**config.mk**
```make
export PLATFORM = sky130hd
export DESIGN_NAME = mspp_top
export DESIGN_NICKNAME = d
export VERILOG_FILES = /design/src/mspp_pkg.sv /design/src/mspp_top.sv
export VERILOG_INCLUDE_DIRS = /design/src /design/src/src
export SDC_FILE = /design/constraint.sdc
export NUM_CORES = 1
export LEC_CHECK = 0
export ABC_AREA = 0
export BUFFER_PORTS_ARGS = -buffer_cell sky130_fd_sc_hd__buf_2
export CAP_MARGIN = 30
export CORE_UTILIZATION = 42
export DETAILED_ROUTE_END_ITERATION = 7
export PLACE_DENSITY_LB_ADDON = 0.05
export SLEW_MARGIN = 20
export SYNTH_ARGS = -nofsm -noshare
export SYNTH_HDL_FRONTEND = slang
export SYNTH_SLANG_ARGS = --single-unit
```
**constraint.sdc**
```tcl
create_clock -name clk_sys -period 10.38 [get_ports clk_sys]
set_input_delay 0.519 -clock clk_sys [delete_from_list [all_inputs] [get_ports clk_sys]]
set_output_delay 0.519 -clock clk_sys [all_outputs]
set_load 0.03 [all_outputs]
```
**src/mspp_defines.svh**
```systemverilog
// register offsets, field codes and reset values of the paired pulse timer
// assumes a 32-bit apb bus with byte addresses on word boundaries
`ifndef MSPP_DEFINES_SVH
`define MSPP_DEFINES_SVH
`define MSPP_OFS_UNIT_CTRL 8'h00
`define MSPP_OFS_MODE_CFG 8'h04
`define MSPP_OFS_PERIOD 8'h08
`define MSPP_OFS_DUTY 8'h0c
`define MSPP_OFS_MCOUNT 8'h10
`define MSPP_OFS_SCOUNT 8'h14
`define MSPP_OFS_TRIGGER 8'h18
`define MSPP_OFS_OUT_CTRL 8'h1c
`define MSPP_OFS_STATUS 8'h20
`define MSPP_OFS_PRESCALE 8'h24
`define MSPP_MD_INTERVAL 4'h0
`define MSPP_MD_ONE_COUNT 4'h8
`define MSPP_STS_SOFT 3'h0
`define MSPP_STS_EDGE 3'h1
`define MSPP_CKS_ZERO 2'h0
`define MSPP_CKS_ONE 2'h2
`define MSPP_CIS_FALL 2'h0
`define MSPP_CIS_RISE 2'h1
`define MSPP_CIS_BOTH 2'h2
`define MSPP_MASTER_CH0 1'h0
`define MSPP_SLAVE_CH3 2'h3
`define MSPP_MODE_CFG_RST 16'h0000
`define MSPP_PRESCALE_RST 8'h00
`endif

```
**src/mspp_pkg.sv**
```systemverilog
// types of the paired pulse timer: channel mode word and master state
// assumes the constants header for codes and offsets
package mspp_pkg;
   typedef struct packed {
      logic [1:0] cks;
      logic rsv_hi;
      logic ccs;
      logic master_sel;
      logic [2:0] sts;
      logic edge_select_hi;
      logic edge_select_lo;
      logic [1:0] rsv_lo;
      logic [3:0] md;
   } mspp_mode_cfg_s;
   typedef enum logic [1:0] {
      MST_IDLE,
      MST_ARMED,
      MST_WAIT,
      MST_COUNT
   } mspp_mst_state_e;
endpackage : mspp_pkg

```
**src/mspp_top.sv**
```systemverilog
// paired master/slave pulse timer with apb register access
// assumes a synchronous trigger input and an apb master on clk_sys
// Summary of operation
// - period is period data plus one ticks
// - zero duty keeps output inactive
// - duty at least period plus one: full
// - pwm start: irq, load, count down
// - master at zero: irq, reload, continue
// - reload repeats until master stop written
// - slave loads duty on master irq
// - slave at zero: irq, stop, wait
// - output active one tick after irq
// - trigger bits clear themselves
// - one-shot start: run bits, wait trigger
// - one-shot: count, irq, wait trigger
// - count registers readable at all times
// - stop freezes counters, holds output
// - output disabled: pin shows software bit
// - unit disable resets everything, port mode
// - master 0 or 2, pairing limits
// - pwm master is software-started interval
// - clock code 00 or 10 selects prescaler
// - slave one-count, triggered by master irq
// - polarity bit: 0 high, 1 low active
//
// Design decisions made here: the placing of the registers and register access over APB.
`timescale 1ns/1ps
`include "mspp_defines.svh"
module mspp_top #(
   parameter int CW = 16
) (
   input wire logic clk_sys,
   input wire logic sys_rst,
   input wire logic psel,
   input wire logic penable,
   input wire logic pwrite,
   input wire logic [7:0] paddr,
   input wire logic [31:0] pwdata,
   output logic [31:0] prdata,
   output logic pready,
   output logic pslverr,
   input wire logic trigger_input_pin,
   output logic pulse_pin_o,
   output logic pulse_pin_oe_n,
   output logic master_done_irq,
   output logic slave_done_irq
);
   // ==========================================================
   // apb slave
   logic apb_wr, apb_rd, acc;
   logic unit_clock_enable_r, master_ch_r;
   logic [1:0] slave_ch_r;
   mspp_pkg::mspp_mode_cfg_s mode_r;
   logic [CW-1:0] period_data_reg_r, duty_data_reg_r;
   logic [CW-1:0] master_count_reg_r, slave_count_reg_r;
   logic [7:0] prescaler_select_reg_r;
   logic pulse_output_r, pulse_output_enable_r, pulse_polarity_r, pulse_output_mode_r;
   logic master_run_status_r, slave_run_status_r, slave_busy_r, slave_act_r;
   mspp_pkg::mspp_mst_state_e mst_r;
   logic [31:0] rd_nxt;
   logic hit;

   assign acc = psel & penable & pready;
   assign apb_wr = acc & pwrite;
   assign apb_rd = acc & ~pwrite;

   // one wait state: answer at the second access edge
   always_ff @(posedge clk_sys or posedge sys_rst) begin
      if (sys_rst) begin
         pready <= 1'b0;
         pslverr <= 1'b0;
         prdata <= 32'h0000_0000;
      end else begin
         pready <= psel & penable & ~pready;
         pslverr <= psel & penable & ~pready & ~hit;
         if (psel & penable & ~pready & ~pwrite) begin
            prdata <= rd_nxt;
         end
      end
   end

   always_comb begin
      hit = 1'b1;
      rd_nxt = 32'h0000_0000;
      case (paddr)
         `MSPP_OFS_UNIT_CTRL: rd_nxt = {28'h0000000, slave_ch_r, master_ch_r, unit_clock_enable_r};
         `MSPP_OFS_MODE_CFG: rd_nxt = {16'h0000, mode_r};
         `MSPP_OFS_PERIOD: rd_nxt = 32'(period_data_reg_r);
         `MSPP_OFS_DUTY: rd_nxt = 32'(duty_data_reg_r);
         `MSPP_OFS_MCOUNT: rd_nxt = 32'(master_count_reg_r);
         `MSPP_OFS_SCOUNT: rd_nxt = 32'(slave_count_reg_r);
         `MSPP_OFS_TRIGGER: rd_nxt = 32'h0000_0000;
         `MSPP_OFS_OUT_CTRL: rd_nxt = {28'h0000000, pulse_output_mode_r, pulse_polarity_r,
                                       pulse_output_enable_r, pulse_output_r};
         `MSPP_OFS_STATUS: rd_nxt = {28'h0000000, slave_act_r, slave_busy_r,
                                     slave_run_status_r, master_run_status_r};
         `MSPP_OFS_PRESCALE: rd_nxt = {24'h000000, prescaler_select_reg_r};
         default: hit = 1'b0;
      endcase
   end

   logic wr_unit, wr_mode, wr_per, wr_duty, wr_trig, wr_out, wr_pre;
   assign wr_unit = apb_wr & (paddr == `MSPP_OFS_UNIT_CTRL);
   assign wr_mode = apb_wr & (paddr == `MSPP_OFS_MODE_CFG);
   assign wr_per = apb_wr & (paddr == `MSPP_OFS_PERIOD);
   assign wr_duty = apb_wr & (paddr == `MSPP_OFS_DUTY);
   assign wr_trig = apb_wr & (paddr == `MSPP_OFS_TRIGGER);
   assign wr_out = apb_wr & (paddr == `MSPP_OFS_OUT_CTRL);
   assign wr_pre = apb_wr & (paddr == `MSPP_OFS_PRESCALE);

   // ==========================================================
   // unit enable and configuration
   logic unit_off;
   assign unit_off = ~unit_clock_enable_r;

   always_ff @(posedge clk_sys or posedge sys_rst) begin
      if (sys_rst) begin
         unit_clock_enable_r <= 1'b0;
      end else if (wr_unit) begin
         unit_clock_enable_r <= pwdata[0];
      end
   end

   // channel registers reset while unit is off
   always_ff @(posedge clk_sys or posedge sys_rst) begin
      if (sys_rst) begin
         mode_r <= `MSPP_MODE_CFG_RST;
         period_data_reg_r <= '0;
         duty_data_reg_r <= '0;
         prescaler_select_reg_r <= `MSPP_PRESCALE_RST;
         master_ch_r <= `MSPP_MASTER_CH0;
         slave_ch_r <= 2'h1;
      end else if (unit_off) begin
         mode_r <= `MSPP_MODE_CFG_RST;
         period_data_reg_r <= '0;
         duty_data_reg_r <= '0;
         prescaler_select_reg_r <= `MSPP_PRESCALE_RST;
         master_ch_r <= `MSPP_MASTER_CH0;
         slave_ch_r <= 2'h1;
         if (wr_unit) begin
            master_ch_r <= pwdata[1];
            slave_ch_r <= pwdata[3:2];
         end
      end else begin
         if (wr_mode) mode_r <= pwdata[15:0];
         if (wr_per) period_data_reg_r <= pwdata[CW-1:0];
         if (wr_duty) duty_data_reg_r <= pwdata[CW-1:0];
         if (wr_pre) prescaler_select_reg_r <= pwdata[7:0];
         if (wr_unit) begin
            master_ch_r <= pwdata[1];
            slave_ch_r <= pwdata[3:2];
         end
      end
   end

   // ==========================================================
   // prescaler: two divided enables, one picked as count tick
   logic [15:0] pre_cnt_r;
   logic [15:0] mask0, mask1;
   logic tick;
   assign mask0 = 16'((17'h1 << prescaler_select_reg_r[3:0]) - 17'h1);
   assign mask1 = 16'((17'h1 << prescaler_select_reg_r[7:4]) - 17'h1);

   always_ff @(posedge clk_sys or posedge sys_rst) begin
      if (sys_rst) pre_cnt_r <= 16'h0000;
      else if (unit_off) pre_cnt_r <= 16'h0000;
      else pre_cnt_r <= pre_cnt_r + 16'h0001;
   end

   assign tick = unit_clock_enable_r & ((mode_r.cks == `MSPP_CKS_ONE) ?
                 ((pre_cnt_r & mask1) == 16'h0000) : ((pre_cnt_r & mask0) == 16'h0000));

   // ==========================================================
   // triggers and edge detection
   logic start_m, start_s, stop_m, stop_s, pair_ok, is_pwm, is_oneshot;
   logic trig_prev_r, edge_hit, trig_pend_r;
   assign start_m = wr_trig & pwdata[0];
   assign start_s = wr_trig & pwdata[1];
   assign stop_m = wr_trig & pwdata[2];
   assign stop_s = wr_trig & pwdata[3];
   assign pair_ok = (slave_ch_r != 2'h0) &&
                    ((master_ch_r == `MSPP_MASTER_CH0) || (slave_ch_r == `MSPP_SLAVE_CH3));
   assign is_pwm = (mode_r.md == `MSPP_MD_INTERVAL) && (mode_r.sts == `MSPP_STS_SOFT);
   assign is_oneshot = (mode_r.md == `MSPP_MD_ONE_COUNT);

   always_comb begin
      case ({mode_r.edge_select_hi, mode_r.edge_select_lo})
         `MSPP_CIS_FALL: edge_hit = trig_prev_r & ~trigger_input_pin;
         `MSPP_CIS_RISE: edge_hit = ~trig_prev_r & trigger_input_pin;
         `MSPP_CIS_BOTH: edge_hit = trig_prev_r ^ trigger_input_pin;
         default: edge_hit = 1'b0;
      endcase
      if (mode_r.sts != `MSPP_STS_EDGE) edge_hit = 1'b0;
   end

   always_ff @(posedge clk_sys or posedge sys_rst) begin
      if (sys_rst) trig_prev_r <= 1'b0;
      else trig_prev_r <= trigger_input_pin;
   end

   // ==========================================================
   // master channel
   logic m_fire;
   assign m_fire = tick & master_run_status_r &
                   (((mst_r == mspp_pkg::MST_ARMED) ||
                     ((mst_r == mspp_pkg::MST_COUNT) && (master_count_reg_r == '0))) ||
                    ((mst_r == mspp_pkg::MST_COUNT) && is_oneshot && (master_count_reg_r == '0)));

   always_ff @(posedge clk_sys or posedge sys_rst) begin
      if (sys_rst) begin
         mst_r <= mspp_pkg::MST_IDLE;
         master_run_status_r <= 1'b0;
         master_count_reg_r <= '0;
         trig_pend_r <= 1'b0;
         master_done_irq <= 1'b0;
      end else if (unit_off) begin
         mst_r <= mspp_pkg::MST_IDLE;
         master_run_status_r <= 1'b0;
         master_count_reg_r <= '0;
         trig_pend_r <= 1'b0;
         master_done_irq <= 1'b0;
      end else begin
         master_done_irq <= 1'b0;
         // a trigger arriving between ticks waits for the next tick
         if (master_run_status_r && (mst_r == mspp_pkg::MST_WAIT) && (start_m || edge_hit))
            trig_pend_r <= 1'b1;
         if (stop_m) begin
            master_run_status_r <= 1'b0;
            mst_r <= mspp_pkg::MST_IDLE;
            trig_pend_r <= 1'b0;
         end else if (start_m && !master_run_status_r && pair_ok && (is_pwm || is_oneshot)) begin
            master_run_status_r <= 1'b1;
            mst_r <= is_pwm ? mspp_pkg::MST_ARMED : mspp_pkg::MST_WAIT;
         end else if (tick && master_run_status_r) begin
            case (mst_r)
               mspp_pkg::MST_ARMED: begin
                  master_done_irq <= 1'b1;
                  master_count_reg_r <= period_data_reg_r;
                  mst_r <= mspp_pkg::MST_COUNT;
               end
               mspp_pkg::MST_WAIT: begin
                  if (trig_pend_r) begin
                     trig_pend_r <= 1'b0;
                     master_count_reg_r <= period_data_reg_r;
                     mst_r <= mspp_pkg::MST_COUNT;
                  end
               end
               mspp_pkg::MST_COUNT: begin
                  if (master_count_reg_r != '0) begin
                     master_count_reg_r <= master_count_reg_r - 1'b1;
                  end else if (is_oneshot) begin
                     master_done_irq <= 1'b1;
                     mst_r <= mspp_pkg::MST_WAIT;
                  end else begin
                     master_done_irq <= 1'b1;
                     master_count_reg_r <= period_data_reg_r;
                  end
               end
               default: mst_r <= mspp_pkg::MST_IDLE;
            endcase
         end
      end
   end

   // ==========================================================
   // slave channel and output
   always_ff @(posedge clk_sys or posedge sys_rst) begin
      if (sys_rst) begin
         slave_run_status_r <= 1'b0;
         slave_busy_r <= 1'b0;
         slave_act_r <= 1'b0;
         slave_count_reg_r <= '0;
         slave_done_irq <= 1'b0;
      end else if (unit_off) begin
         slave_run_status_r <= 1'b0;
         slave_busy_r <= 1'b0;
         slave_act_r <= 1'b0;
         slave_count_reg_r <= '0;
         slave_done_irq <= 1'b0;
      end else begin
         slave_done_irq <= 1'b0;
         if (stop_s) begin
            slave_run_status_r <= 1'b0;
         end else if (start_s && start_m && !master_run_status_r && pair_ok) begin
            // slave run set with master; alone it is ignored
            slave_run_status_r <= 1'b1;
         end else if (tick && slave_run_status_r) begin
            if (m_fire) begin
               // level kept across reload, so long duty stays full
               slave_count_reg_r <= duty_data_reg_r;
               slave_busy_r <= 1'b1;
            end else if (slave_busy_r) begin
               if (slave_count_reg_r != '0) begin
                  // active from the tick after the irq
                  slave_count_reg_r <= slave_count_reg_r - 1'b1;
                  slave_act_r <= 1'b1;
               end else begin
                  slave_act_r <= 1'b0;
                  slave_busy_r <= 1'b0;
                  slave_done_irq <= 1'b1;
               end
            end
         end
      end
   end

   always_ff @(posedge clk_sys or posedge sys_rst) begin
      if (sys_rst) begin
         pulse_output_r <= 1'b0;
         pulse_output_enable_r <= 1'b0;
         pulse_polarity_r <= 1'b0;
         pulse_output_mode_r <= 1'b0;
         pulse_pin_o <= 1'b0;
         pulse_pin_oe_n <= 1'b1;
      end else begin
         // port mode while unit is off
         pulse_pin_oe_n <= unit_off;
         pulse_pin_o <= pulse_output_r;
         if (unit_off) begin
            pulse_output_r <= 1'b0;
            pulse_output_enable_r <= 1'b0;
            pulse_polarity_r <= 1'b0;
            pulse_output_mode_r <= 1'b0;
         end else begin
            if (wr_out) begin
               pulse_output_enable_r <= pwdata[1];
               pulse_polarity_r <= pwdata[2];
               pulse_output_mode_r <= pwdata[3];
            end
            if (wr_out && !pulse_output_enable_r) begin
               pulse_output_r <= pwdata[0];
            end else if (pulse_output_enable_r && pulse_output_mode_r && slave_run_status_r) begin
               pulse_output_r <= slave_act_r ^ pulse_polarity_r;
            end
         end
      end
   end
endmodule : mspp_top

```
==> metrics <==
status complete, no violations; Worst Setup Start Kind flop; Worst Skew 0.0118 ns; final setup vio count 0; Worst Setup End Kind flop; Pins Over Slew Limit 0; f_max 253 MHz; share of post-route cells with drive strength above 1 0.125; total of warnings raised by yosys 0; first-pass GRT wire length 42800 um; hold_buf cts 0; Pwr Density 140 nW/um2; gr usage total 0.277; CTS tree done; dpl hpwl 18600 um; combinational share of power 0.073; critical path data arrival time 4.29 ns; chip width 144 um; antenna violations before repair 0; Switching Share 0.247; vias per inst 5.95; DR WL/cell 20.9 um; Clock Latency Late Sink 0.44 ns; Via Count 7835; Post-route DRC 0; P_leak 3.86 nW; Die Height 144 um; syn avg cell area 8.25 um2; ys flop type dfrtp_1; root buffer cell clkbuf_16; critical path required time 10.72 ns; number of global-route vias before repair 7256; period utilisation layout 0.381; Longest Clk Path Bufs 2; TritonCTS buffer count 17; register area 3530 um2; 1st-iter DRT viols 616; Gate Count Post-Synth 1024; H-Tree Depth 4; Core Box Area 19600 um2; EDFF count, synth 0; RSZ-0062 raised after global routing false; clk sink count 141; Final TNS setup 0 ns; I/O pins 84; switching power 0.330 mW; Slew headroom 0.384; Least-Margin Pin Slew 0.921 ns; Worst-path clk slew 0.06 ns; DRT Wirelength 27500 um; Max Cap Violations 0; fin crit period 3.95 ns; post-route ant nets 0; Initial Util 0.431; pin count of the biggest net entering global routing 77; # resized after CTS 0; DIE AREA 20700 um2; final core occ 0.486; final hold vios 0; # fillers 1931; Seq/Total Area, Yosys 0.418; multi-input combinational cell area 4480 um2; clock share of power 0.500; antenna cells 0; I/O Buffers 51; kind of critical path flop to flop; P&R area growth vs syn 12.6%; Yosys cell types 75; Final #Nets 1098; Overflow after GRT 0; sequential power share 0.427; DR pass1 iterations 7; total power 1.34 mW; Post-CTS Setup Bufs 0; async set or reset register ratio after synthesis 1.00; peak supply drop 0.000106 V; P_int 1.01 mW; Max FO, Critical Path 20; hold crit path type input port to flop; Cell Rows 51; RePlAce Congestion 0.872; Cell Area, Synth 8450 um2; FF+latch count, synth 141
layout make-up:
| class | count | area share |
|---|---|---|
| Tap cell | 265 | 0.0348 |
| Inverter | 28 | 0.0116 |
| Timing Repair Buffer | 69 | 0.0456 |
| Clock inverter | 11 | 0.0174 |
| Sequential cell | 141 | 0.371 |
| Clock buffer | 20 | 0.0490 |
| Multi-Input combinational cell | 783 | 0.470 |
registers in the layout, summed over array words and instances (netlist names), 2 cells and up:
name / cells
prescaler_select_reg_r: 8
duty_data_reg_r: 16
prdata: 16
master_count_reg_r: 16
slave_count_reg_r: 16
mode_r: 16
slave_ch_r: 2
mst_r: 2
period_data_reg_r: 16
pre_cnt_r: 15
synth_stat cells (5+ instances only):
cell type  instances  share of area
xnor2_1            5         0.0052
a21oi_1          124          0.073
xor2_1             6         0.0062
o22ai_1           14          0.010
mux2_2             8          0.011
a22oi_1           13          0.012
nor4b_1            5         0.0052
buf_2             13         0.0077
nand2_1          176          0.078
a221oi_1          10          0.010
nor3_1            23          0.014
a31oi_1           13         0.0096
and2_1             5         0.0037
nand4_1            7         0.0052
and3_1             8         0.0059
dfrtp_1          139           0.41
clkbuf_1          50          0.022
ha_1              12          0.018
o21ai_0           45          0.027
mux2i_1           31          0.037
a222oi_1           7         0.0083
o211ai_1          13          0.012
nor3b_1            7         0.0062
buf_1              5         0.0022
nor2_1            93          0.041
or3_1             11         0.0081
nand2b_1          10         0.0074
inv_1             28          0.012
nor4_1             9         0.0067
nand3_1           43          0.025
buf_4             17          0.015
kinds of logic (layout without fill, tap and decap cells):
logic type	after synthesis	in the layout	share of synthesized area
xor+xnor	11	11	0.0114
fa+ha+maj	13	13	0.0189
other cells	1	16	0.000444
compound gates	281	281	0.207
buf+inv	115	128	0.0623
mux	39	39	0.0474
flops	141	141	0.418
simple gates	423	423	0.235
layer usage:
metal,GRT usage,vias up,part of all wire
li1,-,3672,-
met4,0.108,0,0.026
met5,0,-,0
met3,0.0473,42,0.058
met2,0.435,266,0.46
met1,0.380,3855,0.45
critical path: stages (launching register included):
cell and delay [ns]:
dfrtp_1 0.68, nor3_1 0.16, nand2b_1 0.11, ha_1 0.38, nor2_1 0.17, a311o_1 0.38
a32oi_1 0.16, nor2b_1 0.08, nor4_2 0.73, o21ai_2 0.20, buf_6 0.21, o32a_2 0.42
o221ai_1 0.17
path summary, 6_finish.rpt:
| path | from | endpoint | slack, ns | cells after the start |
|---|---|---|---|---|
| min in group asynchronous | sys_rst | mode_r[13] | 0.23 | 2 |
| worst max register to register | prescaler_select_reg_r[2] | slave_count_reg_r[14] | 6.43 | 12 |
| max in group asynchronous | sys_rst | prdata[5] | 8.97 | 4 |
| worst max-delay path | prescaler_select_reg_r[2] | slave_count_reg_r[14] | 6.43 | 12 |
| worst min-delay path | trigger_input_pin | trig_prev_r | 0.22 | 1 |
| worst min register to register | pulse_output_r | pulse_pin_o | 0.43 | 0 |
power by group through the flow:
stage	registers [mW]	logic (mW)	clock network, mW
6_report	0.570	0.0978	0.668
5_1_grt	0.572	0.107	0.701
4_1_cts	0.570	0.0982	0.679
3_5_place_dp	0.580	0.0980	0
3_3_place_gp	0.580	0.0974	0
2_1_floorplan	0.604	0.0424	0
placed cells by master, fill, tap and decap left out, types with 16 or more instances in the layout:
cell type / instances
inv_1: 26
nand3_1: 43
nor2_1: 93
a21oi_1: 124
nor3_1: 20
buf_2: 51
conb_1: 16
mux2i_1: 31
o21ai_0: 45
nand2_1: 176
dfrtp_1: 139
clkbuf_16: 17
metrics by stage:
stage / hold slack (ns) / cell area (um2) / worst slack, ns / std cells
2_1_floorplan: 0.373 / 8510 / 6.08 / 1039
3_3_place_gp: 0.419 / 8810 / 6.31 / 1282
3_5_place_dp: 0.418 / 8850 / 6.34 / 1284
4_1_cts: 0.213 / 9480 / 6.29 / 1315
5_1_grt: 0.214 / 9520 / 6.16 / 1317
6_report: 0.222 / 9520 / 6.43 / 1317
(Power assumes the default switching activity.)
